**config.mk**
```make
export PLATFORM = sky130hd
export DESIGN_NAME = cit_timing
export DESIGN_NICKNAME = d
export VERILOG_FILES = /design/src/design/cit_timing_pkg.sv /design/src/design/cit_timing.sv
export VERILOG_INCLUDE_DIRS = /design/src /design/src/design
export SDC_FILE = /design/constraint.sdc
export NUM_CORES = 1
export LEC_CHECK = 0
export ABC_AREA = 1
export BUFFER_PORTS_ARGS = -buffer_cell sky130_fd_sc_hd__buf_4
export CAP_MARGIN = 20
export CORE_AREA = 2 2 94 141
export DETAILED_ROUTE_END_ITERATION = 8
export DIE_AREA = 0 0 96 143
export GPL_ROUTABILITY_DRIVEN = 0
export PLACE_DENSITY_LB_ADDON = 0.08
export SLEW_MARGIN = 40
export SYNTH_ARGS = -nofsm -noshare
export SYNTH_HDL_FRONTEND = slang
export SYNTH_SLANG_ARGS = --single-unit
```
**constraint.sdc**
```tcl
create_clock -name CORE_CLK -period 3.2 [get_ports CORE_CLK]
set_input_delay 0.32 -clock CORE_CLK [delete_from_list [all_inputs] [get_ports CORE_CLK]]
set_output_delay 0.32 -clock CORE_CLK [all_outputs]
set_load 0.02 [all_outputs]
```
**src/design/cit_timing_defines.svh**
```systemverilog
// instruction length and cycle cost constants for the timing block
`ifndef CIT_TIMING_DEFINES_SVH
`define CIT_TIMING_DEFINES_SVH
// each entry is {length in bytes, execution cycles}
`define CIT_MOV_A_REG {2'h1, 5'h01}
`define CIT_MOV_A_DIR {2'h2, 5'h02}
`define CIT_MOV_A_IND {2'h1, 5'h02}
`define CIT_MOV_A_IMM {2'h2, 5'h02}
`define CIT_MOV_REG_A {2'h1, 5'h02}
`define CIT_MOV_REG_DIR {2'h2, 5'h04}
`define CIT_MOV_REG_IMM {2'h2, 5'h02}
`define CIT_MOV_DIR_A {2'h2, 5'h03}
`define CIT_MOV_DIR_REG {2'h2, 5'h03}
`define CIT_MOV_DIR_DIR {2'h3, 5'h04}
`define CIT_MOV_DIR_IND {2'h2, 5'h04}
`define CIT_MOV_DIR_IMM {2'h3, 5'h03}
`define CIT_MOV_IND_A {2'h1, 5'h03}
`define CIT_MOV_IND_DIR {2'h2, 5'h03}
`define CIT_MOV_IND_IMM {2'h2, 5'h03}
`define CIT_MOV_DATA_POINTER_IMM {2'h3, 5'h03}
`define CIT_CODE_READ {2'h1, 5'h04}
`define CIT_DATA_MEMORY_MOVE_ON {2'h1, 5'h03}
`define CIT_PUSH {2'h2, 5'h04}
`define CIT_POP {2'h2, 5'h03}
`define CIT_XCH_REG {2'h1, 5'h03}
`define CIT_XCH_DIR {2'h2, 5'h04}
`define CIT_XCH_IND {2'h1, 5'h04}
`define CIT_LOW_NIBBLE_EXCHANGE {2'h1, 5'h04}
`define CIT_ALU_REG {2'h1, 5'h02}
`define CIT_ALU_DIR {2'h2, 5'h03}
`define CIT_ALU_IND {2'h1, 5'h03}
`define CIT_ALU_IMM {2'h2, 5'h02}
`define CIT_LOG_DIR_A {2'h2, 5'h04}
`define CIT_LOG_DIR_IMM {2'h3, 5'h04}
`define CIT_ACC_ONE {2'h1, 5'h01}
`define CIT_CPL_A {2'h1, 5'h02}
`define CIT_BIT_DIR {2'h2, 5'h04}
`define CIT_CARRY_BIT {2'h2, 5'h03}
`define CIT_NOP {2'h1, 5'h01}
// external data memory access cost, counter ceiling and program counter reset value
`define CIT_EXT_BASE_MUX 5'h05
`define CIT_EXT_BASE_SEP 5'h03
`define CIT_EXT_UNDEF 5'h14
`define CIT_CNT_MAX 5'h1F
`define CIT_PC_RESET 16'h0000
`endif

```
**src/design/cit_timing_pkg.sv**
```systemverilog
// types shared by the instruction timing block
package cit_timing_pkg;
   typedef struct packed {
      logic [1:0] len;
      logic [4:0] cyc;
   } cit_timing_t;
   typedef struct packed {
      logic ext;
      logic [1:0] mode;
      logic [1:0] ale;
      logic [1:0] rw;
      logic [1:0] hold;
   } cit_xcfg_t;
   typedef enum logic [2:0] {
      ST_OPCODE = 3'b001,
      ST_OPERAND = 3'b010,
      ST_EXEC = 3'b100
   } cit_state_t;
endpackage

```
**src/design/cit_timing.sv**
```systemverilog
// instruction fetch sequencer and cycle timing of the accumulator core
`timescale 1ns/1ns
`include "cit_timing_defines.svh"
// What this block does
// - register to accumulator, one cycle
// - accumulator to register, two cycles
// - direct into register, two bytes, four
// - direct to direct, three bytes, four
// - immediate to direct, three bytes, three
// - direct to indirect RAM, three cycles
// - load data pointer, three bytes, three
// - code memory reads take four cycles
// - on-chip auxiliary RAM moves, three cycles
// - external moves take three to twenty
// - external cost follows interface mode formula
// - push four cycles, pop three cycles
// - exchange direct with accumulator, four cycles
// - low nibble exchange, one byte, four
// - add/subtract: register/immediate two, others three
// - logic from indirect RAM, three cycles
// - logic immediate into direct, four cycles
// - logic accumulator into direct, four cycles
// - rotates and swap take one cycle
// - carry logic with bit, three cycles
module cit_timing
   import cit_timing_pkg::*;
(
   // clock and reset
   input wire logic CORE_CLK,
   input wire logic RESET,
   // program memory
   output logic CODE_REQ,
   output logic [15:0] CODE_ADDR,
   input wire logic [7:0] CODE_DATA,
   input wire logic CODE_VALID,
   // data memory move configuration
   input wire cit_timing_pkg::cit_xcfg_t XRAM_CFG,
   // instruction report
   output logic INSTR_START,
   output logic INSTR_DONE,
   output cit_timing_pkg::cit_timing_t INSTR_INFO,
   output logic [7:0] INSTR_OPCODE,
   output logic [15:0] INSTR_OPERANDS,
   output logic UNKNOWN_OP,
   output logic MODE_UNDEF
);
   import cit_timing_pkg::*;

   cit_state_t st_reg, st_next;
   cit_timing_t info_reg, info_next, dec_t, cur_t;
   logic [4:0] cnt_reg, cnt_next, cnt_inc;
   logic [1:0] got_reg, got_next;
   logic [15:0] pc_reg, pc_next, opnd_reg, opnd_next;
   logic [7:0] op_reg, op_next;
   logic unk_reg, unk_next, mund_reg, mund_next;
   logic dec_data_move, dec_known, mund_now, take, done, req;

   // opcode to length and cycle cost
   always_comb begin
      dec_t = `CIT_NOP;
      dec_data_move = 1'b0;
      dec_known = 1'b1;
      casez (CODE_DATA)
         8'h00: dec_t = `CIT_NOP;
         8'b1110_1???: dec_t = `CIT_MOV_A_REG;
         8'hE5: dec_t = `CIT_MOV_A_DIR;
         8'b1110_011?: dec_t = `CIT_MOV_A_IND;
         8'h74: dec_t = `CIT_MOV_A_IMM;
         8'b1111_1???: dec_t = `CIT_MOV_REG_A;
         8'b1010_1???: dec_t = `CIT_MOV_REG_DIR;
         8'b0111_1???: dec_t = `CIT_MOV_REG_IMM;
         8'hF5: dec_t = `CIT_MOV_DIR_A;
         8'b1000_1???: dec_t = `CIT_MOV_DIR_REG;
         8'h85: dec_t = `CIT_MOV_DIR_DIR;
         8'b1000_011?: dec_t = `CIT_MOV_DIR_IND;
         8'h75: dec_t = `CIT_MOV_DIR_IMM;
         8'b1111_011?: dec_t = `CIT_MOV_IND_A;
         8'b1010_011?: dec_t = `CIT_MOV_IND_DIR;
         8'b0111_011?: dec_t = `CIT_MOV_IND_IMM;
         8'h90: dec_t = `CIT_MOV_DATA_POINTER_IMM;
         8'h93, 8'h83: dec_t = `CIT_CODE_READ;
         8'hE0, 8'hF0, 8'b1110_001?, 8'b1111_001?: begin
            dec_t = `CIT_DATA_MEMORY_MOVE_ON;
            dec_data_move = 1'b1;
         end
         8'hC0: dec_t = `CIT_PUSH;
         8'hD0: dec_t = `CIT_POP;
         8'b1100_1???: dec_t = `CIT_XCH_REG;
         8'hC5: dec_t = `CIT_XCH_DIR;
         8'b1100_011?: dec_t = `CIT_XCH_IND;
         8'b1101_011?: dec_t = `CIT_LOW_NIBBLE_EXCHANGE;
         8'b0010_1???, 8'b0011_1???, 8'b1001_1???: dec_t = `CIT_ALU_REG;
         8'h25, 8'h35, 8'h95: dec_t = `CIT_ALU_DIR;
         8'b0010_011?, 8'b0011_011?, 8'b1001_011?: dec_t = `CIT_ALU_IND;
         8'h24, 8'h34, 8'h94: dec_t = `CIT_ALU_IMM;
         8'b0101_1???, 8'b0100_1???, 8'b0110_1???: dec_t = `CIT_ALU_REG;
         8'h55, 8'h45, 8'h65: dec_t = `CIT_ALU_DIR;
         8'h54, 8'h44, 8'h64: dec_t = `CIT_ALU_IMM;
         8'b0101_011?, 8'b0100_011?, 8'b0110_011?: dec_t = `CIT_ALU_IND;
         8'h53, 8'h43, 8'h63: dec_t = `CIT_LOG_DIR_IMM;
         8'h52, 8'h42, 8'h62: dec_t = `CIT_LOG_DIR_A;
         8'h23, 8'h33, 8'h03, 8'h13, 8'hC4: dec_t = `CIT_ACC_ONE;
         8'hE4, 8'hC3, 8'hD3, 8'hB3: dec_t = `CIT_ACC_ONE;
         8'hF4: dec_t = `CIT_CPL_A;
         8'hC2, 8'hD2, 8'hB2: dec_t = `CIT_BIT_DIR;
         8'h82, 8'hB0, 8'h72, 8'hA0: dec_t = `CIT_CARRY_BIT;
         // opcodes outside this block's groups run as one byte, one cycle
         default: dec_known = 1'b0;
      endcase
   end

   // external data memory cost replaces the on-chip figure
   always_comb begin
      cur_t = dec_t;
      mund_now = 1'b0;
      if (dec_data_move && XRAM_CFG.ext) begin
         case (XRAM_CFG.mode)
            2'b00: cur_t.cyc = `CIT_EXT_BASE_MUX + {2'b00, XRAM_CFG.ale, 1'b0}
               + {3'b000, XRAM_CFG.rw} + {2'b00, XRAM_CFG.hold, 1'b0};
            2'b01, 2'b10: cur_t.cyc = `CIT_EXT_BASE_SEP + {3'b000, XRAM_CFG.rw}
               + {2'b00, XRAM_CFG.hold, 1'b0};
            // undefined mode: take the slowest legal cost and flag it
            default: begin
               cur_t.cyc = `CIT_EXT_UNDEF;
               mund_now = 1'b1;
            end
         endcase
      end
   end

   // saturating so a long fetch stall cannot wrap the count
   assign cnt_inc = (cnt_reg == `CIT_CNT_MAX) ? cnt_reg : cnt_reg + 5'h01;

   // fetch and execution sequencer
   always_comb begin
      st_next = st_reg;
      cnt_next = cnt_reg;
      got_next = got_reg;
      pc_next = pc_reg;
      info_next = info_reg;
      op_next = op_reg;
      opnd_next = opnd_reg;
      unk_next = unk_reg;
      mund_next = mund_reg;
      take = 1'b0;
      done = 1'b0;
      req = 1'b0;
      case (st_reg)
         ST_OPCODE: begin
            req = 1'b1;
            if (CODE_VALID) begin
               // first fetch clock is cycle one
               take = 1'b1;
               info_next = cur_t;
               op_next = CODE_DATA;
               opnd_next = 16'h0000;
               unk_next = ~dec_known;
               mund_next = mund_now;
               pc_next = pc_reg + 16'h0001;
               cnt_next = 5'h01;
               got_next = 2'h1;
               if (cur_t.len != 2'h1) begin
                  st_next = ST_OPERAND;
               end else if (cur_t.cyc != 5'h01) begin
                  st_next = ST_EXEC;
               end else begin
                  done = 1'b1;
               end
            end
         end
         ST_OPERAND: begin
            req = 1'b1;
            cnt_next = cnt_inc;
            if (CODE_VALID) begin
               pc_next = pc_reg + 16'h0001;
               got_next = got_reg + 2'h1;
               opnd_next = {opnd_reg[7:0], CODE_DATA};
               if (got_next == info_reg.len) begin
                  if (cnt_inc >= info_reg.cyc) begin
                     done = 1'b1;
                     st_next = ST_OPCODE;
                  end else begin
                     st_next = ST_EXEC;
                  end
               end
            end
         end
         ST_EXEC: begin
            cnt_next = cnt_inc;
            if (cnt_inc >= info_reg.cyc) begin
               done = 1'b1;
               st_next = ST_OPCODE;
            end
         end
         default: st_next = ST_OPCODE;
      endcase
   end

   // sequencer state registers
   always_ff @(posedge CORE_CLK) begin
      if (RESET) begin
         st_reg <= ST_OPCODE;
         cnt_reg <= 5'h00;
         got_reg <= 2'h0;
         pc_reg <= `CIT_PC_RESET;
         info_reg <= `CIT_NOP;
         op_reg <= 8'h00;
         opnd_reg <= 16'h0000;
         unk_reg <= 1'b0;
         mund_reg <= 1'b0;
      end else begin
         st_reg <= st_next;
         cnt_reg <= cnt_next;
         got_reg <= got_next;
         pc_reg <= pc_next;
         info_reg <= info_next;
         op_reg <= op_next;
         opnd_reg <= opnd_next;
         unk_reg <= unk_next;
         mund_reg <= mund_next;
      end
   end

   // outputs: handshakes direct, report fields from flops
   assign CODE_REQ = req;
   assign CODE_ADDR = pc_reg;
   assign INSTR_START = take;
   assign INSTR_DONE = done;
   assign INSTR_INFO = info_reg;
   assign INSTR_OPCODE = op_reg;
   assign INSTR_OPERANDS = opnd_reg;
   assign UNKNOWN_OP = unk_reg;
   assign MODE_UNDEF = mund_reg;
endmodule

```
==> impl_results.md <==
* Met1 Usage GRT at 19.0%
* CP startpoint kind: flop
* Worst-margin pin slew at roughly 0.69 ns
* Syn Nets at 599
* Netlist cell types at 47
* Cts-stage hold buffer count at 0
* Largest cells by area after synthesis: dfxtp_1, nand2_1, nor2_1
* Peak Freq at 338 MHz
* Top_reg_cell synth: dfxtp_1
* DR pass1 iterations at 4
* Routed via count at ~3800
* Ys async rst share at 0%
* Flop pwr share at between 30 and 40%
* Count of cells resized by post-cts repair at 0
* Largest net degree at the start of global routing at 36
* Setup TNS at 0 ns
* Detailed-route DRC error count at 0
* Final setup viols at 0
* Crit path max-delay cell type: dfxtp_1
* CP Cell Sequence: ha_1 > nand2_1 > nor2_1 > nand2_1 > mux2_2 > ha_1 > nand2_1 > inv_1 > nand4_1 > nand3_1 > inv_1 > nand2_1 > nand3_1 > o21ai_1 > buf_4
* Die span in y at 143 µm
* Cells after Synth at 562
* Final Hold Vio Count at 0
* Combinational share of power at 36.0%
* Row cnt at 50
* CTS Buffer Depth at 2
* Number of flops mapped to enable cells by yosys at 0
* Final WL at 11100 µm
* Outcome: completed
* Number of global-route vias before repair at 3670
* Sw power at between 1000 and 1500 µW
* Rel. slew slack at 53.3%
* Commonest cells in the netlist: nand2_1, nor2_1, inv_1, dfxtp_1, a21oi_1
* Post-synth top area share at around a third
* RSZ-0062 raised after global routing: false
* Largest stage delay, worst path at 0.37 ns
* Avg Inst Size Synth at between 6 and 7 µm²
* Global Route met2 Usage at between 20% and 30%
* Fraction of layout cells with a size suffix above 1 at 18.6%
* Final Net Count at 671
* Post-CTS Setup Repair Bufs at 0
* Ratio of final minimum period to clock period at 92.3%
* Seq/Total Area, Yosys at between 30% and 40%
* CTS root buffer: clkbuf_16
* Fin crit period at 2.96 ns
* Routed Antenna Nets at 0
* Clock-pin slew on the worst setup and hold paths at 0.05 ns
* Leak Pwr at around 0.0022 µW
* Clock share of power at roughly 33%
* Yosys top cell by area: dfxtp_1
* Setup crit end kind: output port
* Critical path class: flop to output port
* PD cells at 629 nW/µm²
* Filler cells at roughly 1300
* Global route hottest layer: met2
* Layout overhead on the synthesized area at 26.8%
* Yosys warnings at 0
* CP arrival at 2.64 ns
* Cell area after synthesis at 3690 µm²
* MaxCap Viol Count at 0
* TritonCTS Buffers at 9
* Count leader, synth: nand2_1
* Worst path required time at about 2.9 ns
* Global-route wire length before repair at 17800 µm
* Clk sinks at 59
* Met3 Use GR at 2.80%
* Hold/Removal Path Class: input pin to flop
* Register bit total from synthesis at 59
* Core area at between 10000 and 15000 µm²
* Grt ovf at 0
* Initial antenna violation count at 0
* I/O pin cnt at 72
* CTS H-tree lvls at 3
* Wirelength per Cell at around 14 µm
* Worst-path maximum fanout at 4
* Die W at 96 µm
* Setup Skew at approximately 0.0095 ns
* VDD IR-drop max at approximately 0.26 mV
* Most frequent cell on the critical path: nand2_1
* DPL Wire Length at 8520 µm
* Initial Utilization at 29.7%
* Input/output buffers at slightly above 70
* TritonCTS clock tree: built
* Die area at roughly 14000 µm²
* DRT iter0 DRCs at 143
* GR Util All Layers at 16.8%
* Ant. Diodes at 0
* Worst-skew pair later-pin latency at about 0.33 ns
* Switching share of power at between 30 and 40%
* Max-slew violations at 0
* P_int at 1860 µW
* Total power draw at 2950 µW
* Avg Vias per Cell at 4.80
==> power groups by stage <==
stage / sequential [µW] / clock (µW) / combinational (µW)
final: 924 / 963 / 1060
after global routing: 940 / 1030 / 1190
after CTS: 924 / 996 / 1080
after detailed placement: 939 / 0 / 1070
after global placement: 939 / 0 / 1070
after floorplan: 1020 / 0 / 612
==> area by class of cell <==
class / instances / area [µm²] / share of cell area (%)
well taps: 156 / 195 / 4.17
clock inverters: 5 / 52.6 / 1.12
flip-flops and latches: 59 / 1180 / 25.2
repair buffers: 76 / 571 / 12.2
multi-input cells: 414 / 2160 / 46.2
inverters: 74 / 278 / 5.93
clock buffers: 11 / 243 / 5.18
==> placed cells by master, fill, tap and decap left out, drive strengths merged, types with 3 or more instances in the layout <==
cell    count
nor2       85
nand4      14
ha         14
clkbuf     11
nor3        7
a211oi      3
inv        73
nand3b      3
clkinv      4
buf        76
nor3b       3
nand2     127
a21oi      59
xor2        4
fa          3
dfxtp      59
o21ai      32
nand3      37
==> critical path: cells and delay by family, from the launching register on <==
kind | cells | cell delay (ns)
AO/OA/AOI/OAI | 1 | 0.19
adder cells (fa/ha/maj) | 2 | 0.48
buffers and inverters | 3 | 0.28
flip-flops | 1 | 0.37
multiplexers | 1 | 0.31
AND/OR/NAND/NOR | 8 | 0.70
==> stage by stage <==
step | hold WS [ns] | utilization, % | cells | instance area (µm²) | setup slack, ns
final | 0.305 | 37.6 | 795 | 4680 | 0.245
after global routing | 0.306 | 37.6 | 795 | 4680 | 0.0183
after CTS | 0.290 | 37.6 | 795 | 4680 | 0.103
after detailed placement | 0.452 | 35.2 | 779 | 4390 | 0.145
after global placement | 0.440 | 35.2 | 779 | 4390 | 0.200
after floorplan | 0.452 | - | 562 | 3690 | 0.268
==> metal layers <==
metal / vias up / wire, µm
met5: - / 0
met4: 0 / 391
met2: 90 / 5800
met1: 1707 / 4490
met3: 23 / 410
li1: 1994 / -
==> cell families after synthesis <==
group / count (synthesis) / share of synthesized area (%)
AO/OA/AOI/OAI: 107 / 16.3
XOR/XNOR: 6 / 1.42
buffers and inverters: 89 / 9.45
adder cells (fa/ha/maj): 17 / 6.37
flip-flops: 59 / 32.0
AND/OR/NAND/NOR: 283 / 34.2
multiplexers: 1 / 0.305
==> path summary, 6_finish.rpt <==
kind                        to  slack (ns)  cells after the start     startpoint
max                 INSTR_DONE        0.24                     15     cnt_reg[1]
min          INSTR_OPERANDS[1]        0.30                      3   CODE_DATA[1]
max reg2reg          st_reg[0]        0.62                     15     cnt_reg[1]
min reg2reg      CODE_ADDR[15]        0.46                      1  CODE_ADDR[15]
Power figures use the tool's default switching activity.
